`src/design/sei_pkg.sv`:
```
// Constants shared by the socket event request block
package sei_pkg;
   localparam int unsigned ADDR_W = 12;
   localparam int unsigned FLAG_W = 10;
   // Register byte offsets
   localparam logic [11:0] OFF_CTRL = 12'h000;
   localparam logic [11:0] OFF_XFER_SIZE = 12'h004;
   localparam logic [11:0] OFF_XFER_COUNT = 12'h008;
   localparam logic [11:0] OFF_STATUS = 12'h00c;
   localparam logic [11:0] OFF_REQUEST = 12'h010;
   localparam logic [11:0] OFF_MASK = 12'h014;
   localparam logic [11:0] OFF_REQ_SET = 12'h018;
   // Control register fields
   localparam int unsigned CTRL_ENABLE = 0;
   localparam int unsigned CTRL_GO_SUSPEND = 1;
   localparam int unsigned CTRL_SUSP_FINAL = 2;
   localparam int unsigned CTRL_SUSP_INCOMPLETE = 3;
   localparam int unsigned CTRL_SUSP_XFER = 4;
   localparam int unsigned CTRL_EGRESS = 5;
   localparam int unsigned CTRL_W = 6;
   // Request flag positions
   localparam int unsigned F_PRODUCE = 0;
   localparam int unsigned F_CONSUME = 1;
   localparam int unsigned F_DSCR_LOW = 2;
   localparam int unsigned F_NO_DSCR = 3;
   localparam int unsigned F_STALL = 4;
   localparam int unsigned F_SUSPEND = 5;
   localparam int unsigned F_ERROR = 6;
   localparam int unsigned F_XFER_DONE = 7;
   localparam int unsigned F_INCOMPLETE = 8;
   localparam int unsigned F_FINAL = 9;
   // Reset values and special codes
   localparam logic [9:0] FLAGS_RST = 10'h000;
   localparam logic [5:0] CTRL_RST = 6'h00;
   localparam logic [31:0] WORD_ZERO = 32'h0000_0000;
   localparam logic [15:0] DSCR_NONE = 16'hffff;
endpackage

```
`src/design/sei_socket_request.sv`:
```
// Socket event request register with mask, suspend tracking and APB access
//
// What this block does
// (RQ1) Flags latch regardless of mask settings
// (RQ2) Socket disable clears every pending flag
// (RQ3) Final-buffer suspend sets bit 9
// (RQ4) Egress incomplete-buffer suspend sets bit 8
// (RQ5) Resume only when bits 9:5 and forced-suspend clear
// (RQ6) Transfer size reached sets bit 7 if enabled
// (RQ7) Transfer counter advances by whole buffers only
// (RQ8) Ingress end of packet: counter unchanged unless suspending
// (RQ9) Error also suspends and sets suspend flag
// (RQ10) Four listed error causes raise error flag
// (RQ11) Suspend flag set on any cause, sticky
// (RQ12) Stall flag bit 4 sticky until cleared
// (RQ13) Descriptor number all ones sets bit 3
// (RQ14) Count dropping below watermark sets bit 2, sticky
// (RQ15) Consume event sets bit 1
// (RQ16) Produce event sets bit 0
// (RQ17) Interrupt forwards flag only when mask bit set
// (RQ18) Write one clears or sets; zero ignored
// (RQ19) Upper bits read zero, flags reset zero
`timescale 1ns/100ps
module sei_socket_request
   import sei_pkg::*;
(
   input wire logic REF_CLK,
   input wire logic SYS_RST,
   input wire logic PSEL,
   input wire logic PENABLE,
   input wire logic PWRITE,
   input wire logic [ADDR_W-1:0] PADDR,
   input wire logic [31:0] PWDATA,
   output logic [31:0] PRDATA,
   output logic PREADY,
   output logic PSLVERR,
   input wire logic [15:0] DSCR_NUMBER,
   input wire logic [7:0] DSCR_COUNT,
   input wire logic [7:0] DSCR_LOW_MARK,
   input wire logic BUF_DONE,
   input wire logic BUF_EOP,
   input wire logic [31:0] BUF_BYTES,
   input wire logic FINAL_BUF_HIT,
   input wire logic INCOMPLETE_BUF_HIT,
   input wire logic ERR_BUF_FLAGGED,
   input wire logic ERR_OVERSIZE,
   input wire logic ERR_WRITE_INACTIVE,
   input wire logic ERR_UNCONSUMED,
   input wire logic STALL_WAIT,
   input wire logic CONSUME_EVENT,
   input wire logic PRODUCE_EVENT,
   output logic IRQ,
   output logic SUSPENDED
);

   logic [CTRL_W-1:0] ctrl_q;
   logic [31:0] xfer_size_q;
   logic [31:0] xfer_count_q;
   logic [FLAG_W-1:0] flags_q;
   logic [FLAG_W-1:0] flags_d;
   logic [FLAG_W-1:0] mask_q;
   logic [FLAG_W-1:0] hw_set;
   logic [FLAG_W-1:0] sw_set;
   logic [FLAG_W-1:0] sw_clr;
   logic [7:0] dscr_count_q;
   logic susp_q;
   logic irq_q;
   logic pready_q;
   logic pslverr_q;
   logic [31:0] prdata_q;
   logic [31:0] count_sum;
   logic size_reached;
   logic bus_write;
   logic any_error;
   logic suspend_cause;
   logic enabled;
   logic egress;

   typedef enum logic [2:0] {
      SEL_CTRL, SEL_SIZE, SEL_COUNT, SEL_STATUS, SEL_REQUEST, SEL_MASK, SEL_SET, SEL_NONE
   } sei_sel_t;

   function automatic sei_sel_t decode(input logic [ADDR_W-1:0] addr);
      sei_sel_t sel;
      sel = SEL_NONE;
      if (addr == OFF_CTRL) begin
         sel = SEL_CTRL;
      end else if (addr == OFF_XFER_SIZE) begin
         sel = SEL_SIZE;
      end else if (addr == OFF_XFER_COUNT) begin
         sel = SEL_COUNT;
      end else if (addr == OFF_STATUS) begin
         sel = SEL_STATUS;
      end else if (addr == OFF_REQUEST) begin
         sel = SEL_REQUEST;
      end else if (addr == OFF_MASK) begin
         sel = SEL_MASK;
      end else if (addr == OFF_REQ_SET) begin
         sel = SEL_SET;
      end
      return sel;
   endfunction

   assign enabled = ctrl_q[CTRL_ENABLE];
   assign egress = ctrl_q[CTRL_EGRESS];
   // Write commits only on the completing access cycle
   assign bus_write = PSEL && PENABLE && pready_q && PWRITE;
   assign count_sum = xfer_count_q + BUF_BYTES;
   assign size_reached = count_sum >= xfer_size_q;

   assign any_error = ERR_BUF_FLAGGED | ERR_OVERSIZE | ERR_WRITE_INACTIVE
                      | ERR_UNCONSUMED; // RQ10

   always_comb begin
      hw_set = FLAGS_RST;
      hw_set[F_FINAL] = FINAL_BUF_HIT && ctrl_q[CTRL_SUSP_FINAL]; // RQ3
      hw_set[F_INCOMPLETE] = INCOMPLETE_BUF_HIT && egress
                             && ctrl_q[CTRL_SUSP_INCOMPLETE]; // RQ4
      hw_set[F_XFER_DONE] = BUF_DONE && size_reached && ctrl_q[CTRL_SUSP_XFER]; // RQ6
      hw_set[F_ERROR] = any_error; // RQ10
      hw_set[F_STALL] = STALL_WAIT; // RQ12
      hw_set[F_NO_DSCR] = DSCR_NUMBER == DSCR_NONE; // RQ13
      // Edge only, so a wrap back to a high count leaves the flag alone
      hw_set[F_DSCR_LOW] = (DSCR_COUNT < DSCR_LOW_MARK)
                           && !(dscr_count_q < DSCR_LOW_MARK); // RQ14
      hw_set[F_CONSUME] = CONSUME_EVENT; // RQ15
      hw_set[F_PRODUCE] = PRODUCE_EVENT; // RQ16
      // Any hardware cause or forced suspend marks the socket suspended
      hw_set[F_SUSPEND] = |hw_set[F_FINAL:F_ERROR] | hw_set[F_NO_DSCR]
                          | ctrl_q[CTRL_GO_SUSPEND]; // RQ9 RQ11
   end

   always_comb begin
      sw_set = FLAGS_RST;
      sw_clr = FLAGS_RST;
      if (bus_write && decode(PADDR) == SEL_REQUEST) begin
         sw_clr = PWDATA[FLAG_W-1:0]; // RQ18
      end
      if (bus_write && decode(PADDR) == SEL_SET) begin
         sw_set = PWDATA[FLAG_W-1:0]; // RQ18
      end
   end

   // Hardware set beats a simultaneous software clear; disable beats both
   always_comb begin
      if (!enabled) begin
         flags_d = FLAGS_RST; // RQ2
      end else begin
         flags_d = (flags_q & ~sw_clr) | hw_set | sw_set; // RQ1
      end
   end

   assign suspend_cause = (|flags_d[F_FINAL:F_SUSPEND]) || ctrl_q[CTRL_GO_SUSPEND];

   always_ff @(posedge REF_CLK) begin
      if (SYS_RST) begin
         flags_q <= FLAGS_RST; // RQ19
      end else begin
         flags_q <= flags_d;
      end
   end

   // Reset value counts as below the mark, so no drop is seen right after reset
   localparam logic [7:0] DSCR_COUNT_RST = 8'h00;
   always_ff @(posedge REF_CLK) begin
      if (SYS_RST) begin
         dscr_count_q <= DSCR_COUNT_RST;
      end else begin
         dscr_count_q <= DSCR_COUNT;
      end
   end

   // Suspend holds while any cause flag or forced suspend remains
   always_ff @(posedge REF_CLK) begin
      if (SYS_RST) begin
         susp_q <= 1'b0;
      end else if (!enabled) begin
         susp_q <= 1'b0;
      end else begin
         susp_q <= suspend_cause; // RQ5 RQ9
      end
   end

   // Counter grows per finished buffer; overshoot is left to software
   always_ff @(posedge REF_CLK) begin
      if (SYS_RST) begin
         xfer_count_q <= WORD_ZERO;
      end else if (!enabled) begin
         xfer_count_q <= WORD_ZERO;
      end else if (BUF_DONE) begin
         if (egress || !BUF_EOP || (size_reached && ctrl_q[CTRL_SUSP_XFER])) begin
            xfer_count_q <= count_sum; // RQ7 RQ8
         end
      end
   end

   always_ff @(posedge REF_CLK) begin
      if (SYS_RST) begin
         ctrl_q <= CTRL_RST;
         xfer_size_q <= WORD_ZERO;
         mask_q <= FLAGS_RST;
      end else if (bus_write) begin
         if (decode(PADDR) == SEL_CTRL) begin
            ctrl_q <= PWDATA[CTRL_W-1:0];
         end else if (decode(PADDR) == SEL_SIZE) begin
            xfer_size_q <= PWDATA;
         end else if (decode(PADDR) == SEL_MASK) begin
            mask_q <= PWDATA[FLAG_W-1:0];
         end
      end
   end

   always_ff @(posedge REF_CLK) begin
      if (SYS_RST) begin
         irq_q <= 1'b0;
      end else begin
         irq_q <= |(flags_q & mask_q); // RQ17
      end
   end

   // One wait state: data and PREADY registered on the same edge
   always_ff @(posedge REF_CLK) begin
      if (SYS_RST) begin
         pready_q <= 1'b0;
         pslverr_q <= 1'b0;
         prdata_q <= WORD_ZERO;
      end else if (PSEL && PENABLE && !pready_q) begin
         pready_q <= 1'b1;
         pslverr_q <= decode(PADDR) == SEL_NONE;
         prdata_q <= WORD_ZERO;
         if (!PWRITE) begin
            case (decode(PADDR))
               SEL_CTRL: prdata_q[CTRL_W-1:0] <= ctrl_q;
               SEL_SIZE: prdata_q <= xfer_size_q;
               SEL_COUNT: prdata_q <= xfer_count_q;
               SEL_STATUS: prdata_q[0] <= susp_q;
               SEL_REQUEST: prdata_q[FLAG_W-1:0] <= flags_q; // RQ19
               SEL_MASK: prdata_q[FLAG_W-1:0] <= mask_q;
               default: prdata_q <= WORD_ZERO;
            endcase
         end
      end else begin
         pready_q <= 1'b0;
         pslverr_q <= 1'b0;
      end
   end

   assign PRDATA = prdata_q;
   assign PREADY = pready_q;
   assign PSLVERR = pslverr_q;
   assign IRQ = irq_q;
   assign SUSPENDED = susp_q;
endmodule

```
`config.mk`:
```
export PLATFORM = sky130hd
export DESIGN_NAME = sei_socket_request
export DESIGN_NICKNAME = d
export VERILOG_FILES = /design/src/design/sei_pkg.sv /design/src/design/sei_socket_request.sv
export SDC_FILE = /design/constraint.sdc
export NUM_CORES = 1
export LEC_CHECK = 0
export ABC_AREA = 1
export BUFFER_PORTS_ARGS = -buffer_cell sky130_fd_sc_hd__buf_4
export CORE_MARGIN = 4
export CORE_UTILIZATION = 51
export DETAILED_ROUTE_END_ITERATION = 12
export PLACE_DENSITY_LB_ADDON = 0.05
export SKIP_LAST_GASP = 1
export SLEW_MARGIN = 5
export SYNTH_ARGS = -nofsm -noshare
export SYNTH_HDL_FRONTEND = slang
export SYNTH_SLANG_ARGS = --single-unit
```
`constraint.sdc`:
```
create_clock -name REF_CLK -period 3.2 [get_ports REF_CLK]
set_input_delay 0.64 -clock REF_CLK [delete_from_list [all_inputs] [get_ports REF_CLK]]
set_output_delay 0.64 -clock REF_CLK [all_outputs]
set_load 0.02 [all_outputs]
```
==> impl_metrics.csv, run 1 <==
group,metric,value,unit
critical_path,cp_top_family,"simple AND/OR/NAND/NOR gates",
route,firstDrtPassIters,6,
synthesis,synth.largest_area_cell,"dfxtp_1",
timing,fin_crit_sh,110.2,%
synthesis,synth_top_area_share,29.54,%
cells_and_area,final_nets,1856,
floorplanning,row_count,48,
min_path,hp-class,"in2reg",
synthesis,synth.most_common_cell,"nand2_1",
cells_and_area,final_util,76.30,%
flow_run,cap_violations,0,
critical_path,crit_required,3560,ps
synthesis,syn-cell-area,0.009081,sq mm
synthesis,yosys_register_bits,134,
route,antenna_left,0,
pwr,power_density,337.1,mW/mm^2
timing,fin_ws,-327.4,ps
clocking,path_clk_slew,60,ps
place,io_buffer_count,159,
outcome,status,"finished, violations left",
critical_path,critPathArrivalTime,3890,ps
timing,max_freq,0.2835,GHz
place,dp_hpwl,22.56,mm
clocking,cts_root_buf,"clkbuf_16",
critical_path,reg2regPathDepth,23,
global_routing,grt_pass1_wl,48.52,mm
clocking,h-tree-depth,4,
critical_path,slowest_stage,"fa_2",
route,wl_per_cell,17.19,um
min_path,worstHoldStart,"DSCR_COUNT[0]",
route,num_vias,10390,
timing,rsz0062_at_grt,"yes",
floorplanning,dieWidth,141.4,um
synthesis,synthTopCellsByArea,"dfxtp_1 (30%), nand2_1 (14%), ha_1 (11%), a21oi_1 (9.0%), inv_1 (7.9%)",
timing,setup_viol_count_final,35,
synthesis,synth.distinct_cells,46,
synthesis,synth_edf_count,0,
timing,clock_skew,13.08,ps
critical_path,reg2reg_slack,-330,ps
critical_path,worstSetupPathType,"reg2reg",
timing,post-route-min-period,3527,ps
synthesis,syn_area_per_cell,6.595,sq um
floorplanning,fp.coreArea,0.01736,sq mm
critical_path,slowest_delay,370,ps
route,routed_wl,32.50,mm
cells_and_area,layout-drive-gt1-share,34.15,%
route,viasPerCell,5.494,
synthesis,ys_seq_area_share,29.54,%
synthesis,syn_nets,1579,
outcome,violations,"negative setup slack",
critical_path,critPathLaunchType,"register",
clocking,clk_path_buf_depth,2,
timing,relSlewSlack,48.00,%
synthesis,ys.warnings.count,0,
critical_path,reg2reg_to,"xfer_count_q[11]",
critical_path,path_max_fanout,8,
timing,slew_violations,0,
clocking,clock_sinks,134,
timing,worst_pin_slew,780.0,ps
global_routing,grt_pass1_vias,9849,
floorplanning,initial_utilization,52.32,%
route,drt_iter0_drc,831,
floorplanning,dieArea,0.02001,sq mm
clocking,cts_hold_buf,0,
critical_path,path_common_cell,"nand2_2",
global_routing,grt_usage,30.19,%
pwr,p_leak,6.233,nW
place,pre_cts_slack,-864.8,ps
synthesis,synth_commonest_cells,"nand2_1 (330), inv_1 (190), a21oi_1 (164)",
critical_path,crit-reg2reg-launch,"xfer_count_q[0]",
critical_path,path_cells,"ha_4 > inv_2 > fa_2 > o21ai_4 > nand2_2 > nand2_4 > nand2_4 > nand2_4 > xor2_2 > ha_1 > nand2_2 > nor4_2 > buf_4 > nand2_1 > nand2_2 > nand2_2 > nand2_2 > nand2_4 > buf_12 > clkbuf_16 > nand3_2 > nand2_1 > nor2_1",
critical_path,crit_path_end_kind,"register",
clocking,cts_buffers,17,
clocking,worst_skew_pair.late_latency,440,ps
synthesis,ys_dominant_reg_cell,"dfxtp_1",
global_routing,grt_max_degree,47,
cells_and_area,area_growth,45.83,%
critical_path,worst-path-buf-inv,4,
synthesis,synthCells,1377,
place,gp_congestion,0.9478,
pwr,peakVddDrop,0.3732,mV
global_routing,antenna_found_initial,0,
route,drc,0,
global_routing,gr-total-overflow,0,
min_path,hold_path_depth,3,
timing,finalHoldViolCount,0,
floorplanning,die_y,141.4,um
floorplanning,ioPinCount,160,
clocking,cts_tree,"done",
min_path,hold_path_end,"dscr_count_q[0]",
synthesis,ys_async_sr_fraction,0,%
cells_and_area,insertedDiodeCount,0,
sequential cells by signal, summed over array words and instances (netlist names), 6 cells and up:
register	flops
dscr_count_q	8
flags_q	10
xfer_size_q	32
xfer_count_q	32
ctrl_q	6
PRDATA	32
mask_q	10
per-stage QoR:
step	area, sq um	setup TNS, ps	cells	hold WS, ps	power, mW
floorplan	9094	0	1377	438.5	1.959
global placement	11290	-26560	1836	449.3	2.220
detailed placement	11290	-28700	1836	452.1	2.230
CTS	12390	-7612	1880	405.9	4.391
global route	13240	-15730	1891	421.9	4.592
finish	13240	-8302	1891	418.0	4.464
power breakdown:
part	total [mW]	leakage (nW)	internal [mW]	switching (mW)
Combinational	0.620	4.85	0.293	0.327
Sequential	1.68	1.08	1.67	0.00216
Clock	2.17	0.304	1.33	0.835
kinds of logic after synthesis:
| group | Yosys count | share of synthesized area, % |
|---|---|---|
| AO/OA/AOI/OAI | 312 | 19.00 |
| XOR/XNOR | 16 | 1.543 |
| adder cells (fa/ha/maj) | 78 | 10.83 |
| buffers and inverters | 251 | 11.06 |
| flip-flops | 134 | 29.54 |
| AND/OR/NAND/NOR | 586 | 28.02 |
layout by cell type, fill, tap and decap left out, types with 5 or more instances in the layout:
master,netlist,final
nor4_4,1,5
dfxtp_1,134,129
nand3_2,4,18
nand4_1,14,14
a21oi_1,164,130
inv_1,190,186
buf_4,1,290
xor2_1,14,9
o22ai_2,10,10
nor3_1,7,5
o21ai_2,1,5
nor2_1,120,100
nand2_2,1,48
inv_2,13,18
ha_4,0,26
buf_12,0,5
o21ai_0,61,50
clkbuf_16,0,18
nand2_4,3,15
o21ai_1,34,40
dfxtp_2,0,5
nand2_1,330,272
a21o_1,5,5
nand3_1,79,63
nor2_2,3,19
ha_1,77,51
a21oi_2,2,32
nor2_4,8,12
o22ai_1,20,20
how the worst max path moves through the flow:
stage | depth (start not counted) | from | slack, ps | to
after floorplan | 22 | BUF_BYTES[0] | 30 | xfer_count_q[20]
after global placement | 21 | BUF_BYTES[9] | -800 | xfer_count_q[23]
after detailed placement | 21 | BUF_BYTES[9] | -860 | xfer_count_q[26]
after CTS | 24 | xfer_count_q[0] | -240 | xfer_count_q[9]
after global routing | 24 | xfer_count_q[1] | -510 | xfer_count_q[11]
final | 23 | xfer_count_q[0] | -330 | xfer_count_q[11]
routing by layer:
metal | track usage, % | up-vias | part of all wire, %
li1 | - | 5058 | -
met1 | 38.95 | 4798 | 42
met2 | 49.39 | 434 | 47
met3 | 5.932 | 99 | 7.1
met4 | 12.83 | 0 | 3.9
met5 | 0 | - | 0
worst reg2reg max path: stages, from the launching register on:
cell and delay [ps]:
dfxtp_2 360, ha_4 140, inv_2 30, fa_2 370
o21ai_4 200, nand2_2 90, nand2_4 110, nand2_4 70
nand2_4 100, xor2_2 90, ha_1 300, nand2_2 90
nor4_2 350, buf_4 160, nand2_1 50, nand2_2 110
nand2_2 60, nand2_2 100, nand2_4 70, buf_12 170
clkbuf_16 170, nand3_2 70, nand2_1 70, nor2_1 130
final cells by class:
cell class	instances	area, sq um
flip-flops and latches	134	2689
well taps	225	281.5
clock buffers	18	439.2
clock inverters	13	196.4
inverters	204	765.7
repair buffers	304	2450
fillers	1368	4114
multi-input cells	993	6421
timing repair:
action                                  CTS  global route
endpoints found under the setup margin   35            35
pin swaps                                26            65
gates resized for setup                  72           158
cloned                                    4             1
buffers inserted                          9            11
No activity file was read; power rests on OpenSTA's default activity.
==> inputs of run 2 (changes only) <==
--- a/config.mk
+++ b/config.mk
@@ -8,7 +8,7 @@
 export ABC_AREA = 1
 export BUFFER_PORTS_ARGS = -buffer_cell sky130_fd_sc_hd__buf_4
 export CORE_MARGIN = 4
-export CORE_UTILIZATION = 51
+export CORE_UTILIZATION = 30
 export DETAILED_ROUTE_END_ITERATION = 12
 export PLACE_DENSITY_LB_ADDON = 0.05
 export SKIP_LAST_GASP = 1
==> impl_metrics.csv, run 2 (synthesized netlist as in run 1, its figures left out) <==
group,metric,value,unit
timing,hold-worst-slack,414.0,ps
cells_and_area,nFillCells,3122,
route,drc,0,
timing,fin_crit_sh,104.8,%
clocking,path_clk_slew,70,ps
clocking,h-tree-depth,4,
critical_path,crit_path_end_kind,"register",
pwr,sw_frac_of_total,27.97,%
route,num_vias,9820,
floorplanning,row_count,63,
pwr,power_switching,1.199,mW
floorplanning,ioPinCount,160,
cells_and_area,post-route-cell-area,0.01362,sq mm
pwr,p_comb_share,14.9,%
global_routing,grt_max_degree,47,
timing,setup_viol_count_final,35,
clocking,clk_path_buf_depth,2,
cells_and_area,final_util,45.84,%
pwr,pwr-share-seq,39.0,%
global_routing,grt_pass1_vias,9634,
cells_and_area,regArea,0.002711,sq mm
cells_and_area,final_nets,1849,
timing,rsz0062_at_grt,"yes",
critical_path,slowest_delay,360,ps
timing,worst_pin_slew,934.6,ps
route,drt_iter0_drc,447,
cells_and_area,insertedDiodeCount,0,
min_path,hp-class,"in2reg",
route,viasPerCell,4.790,
place,dp_hpwl,26.64,mm
pwr,p_clk_share,46.1,%
route,firstDrtPassIters,5,
clocking,worst_skew_pair.late_latency,430,ps
critical_path,critPathLaunchType,"register",
flow_run,cap_violations,0,
outcome,status,"finished, violations left",
route,wl_per_cell,16.76,um
critical_path,slowest_stage,"dfxtp_2",
clocking,cts_buffers,17,
pwr,p_int,3.087,mW
place,io_buffer_count,159,
critical_path,crit_required,3510,ps
cells_and_area,multiInputGateArea,0.006735,sq mm
cells_and_area,area_growth,50.00,%
global_routing,grt_pass1_wl,53.05,mm
clocking,cts_tree,"done",
critical_path,critPathArrivalTime,3660,ps
cells_and_area,layout_commonest_cell,"buf_4",
floorplanning,dieArea,0.03312,sq mm
floorplanning,fp.coreArea,0.02972,sq mm
clocking,clock_sinks,134,
cells_and_area,mostFrequentLayoutCells,"buf_4 (284), nand2_1 (271), inv_1 (187)",
floorplanning,dieWidth,182.0,um
critical_path,worst-path-buf-inv,2,
place,gp_congestion,0.8963,
timing,relSlewSlack,37.47,%
route,routed_wl,34.36,mm
outcome,violations,"negative setup slack",
pwr,power_density,314.6,mW/mm^2
timing,max_freq,0.2981,GHz
global_routing,antenna_found_initial,0,
cells_and_area,layout-drive-gt1-share,35.30,%
critical_path,reg2reg_slack,-150,ps
floorplanning,initial_utilization,30.56,%
critical_path,path_max_fanout,7,
global_routing,grt_usage,20.26,%
timing,finalHoldViolCount,0,
timing,fin_ws,-154.6,ps
critical_path,path_common_cell,"nand2_4",
floorplanning,die_y,182.0,um
timing,post-route-min-period,3355,ps
critical_path,worstSetupPathType,"reg2reg",
global_routing,gr-total-overflow,0,
timing,clock_skew,20.18,ps
route,antenna_left,0,
critical_path,cp_top_family,"simple AND/OR/NAND/NOR gates",
critical_path,path_cells,"ha_4 > inv_2 > fa_2 > o21ai_4 > nand2_2 > nand2_4 > nand2_4 > nand2_8 > nand2_4 > nand3_4 > nand2_4 > ha_4 > nand4_1 > nor4_4 > nand2_2 > nand2_8 > nand2_8 > buf_16 > a21oi_1 > nor2_1",
place,placed_area,0.01148,sq mm
pwr,p_leak,6.168,nW
pwr,peakVddDrop,0.3531,mV
timing,slew_violations,0,
timing,setup_tns,-3789,ps
clocking,cts_root_buf,"clkbuf_16",
clocking,cts_hold_buf,0,
==> run 2: cell types whose count changed in the layout (fill, tap and decap cells not counted), sizes merged <==
cell      delta
bufbuf       -1
inv          +3
clkinv       -1
nand2        +1
buf          -6
bufinv       -3
clkbuf       -1
clkinvlp     +2
==> run 2: worst paths after layout <==
kind	from	end	depth (start not counted)
hold / removal	DSCR_COUNT[7]	dscr_count_q[7]	3
setup reg to reg	xfer_count_q[0]	xfer_count_q[15]	20
hold reg to reg	PRDATA[30]	PRDATA[30]	2
setup / recovery	xfer_count_q[0]	xfer_count_q[15]	20
==> run 2: tightest hold or removal path: cells and delay by family <==
kind	cells	cell delay, ps
AND/OR/NAND/NOR	1	60
buffers and inverters	2	120
==> run 2: stage by stage <==
stage	std cells	setup slack [ps]	total power, mW
6_report	2050	-154.6	4.286
5_1_grt	2050	-296.0	4.472
4_1_cts	2043	-102.3	4.292
3_5_place_dp	1999	-776.6	2.247
3_3_place_gp	1999	-770.6	2.247
2_1_floorplan	1377	27.83	1.959
==> run 2: power groups by stage <==
stage / Clock [mW] / Sequential, mW / Combinational, mW
2_1_floorplan: 0 / 1.71 / 0.245
3_3_place_gp: 0 / 1.71 / 0.534
3_5_place_dp: 0 / 1.71 / 0.533
4_1_cts: 2.02 / 1.67 / 0.600
5_1_grt: 2.09 / 1.67 / 0.707
6_report: 1.98 / 1.67 / 0.637
==> run 2: routing by layer <==
layer / vias up / wire length [um] / share of wire, % / GRT usage (%)
met5: - / 0 / 0 / 0
met4: 0 / 731 / 2.1 / 5.734
met3: 30 / 1430 / 4.2 / 3.185
met2: 209 / 17700 / 52 / 36.84
met1: 4525 / 14500 / 42 / 24.63
li1: 5056 / - / - / -
==> run 2: cell type report <==
| class | instances | share of cell area, % |
|---|---|---|
| multi-input combinational | 994 | 49.44 |
| sequential | 134 | 19.90 |
| timing repair buffer | 296 | 17.19 |
| inverter | 204 | 5.621 |
| tap | 390 | 3.582 |
| clock buffer | 18 | 3.224 |
| clock inverter | 14 | 1.029 |
==> run 2: what timing repair did <==
item / CTS / global route
buffers inserted: 9 / 7
pin swaps: 22 / 34
cloned: 5 / 0
setup endpoints to repair: 35 / 35
resized for setup: 170 / 105
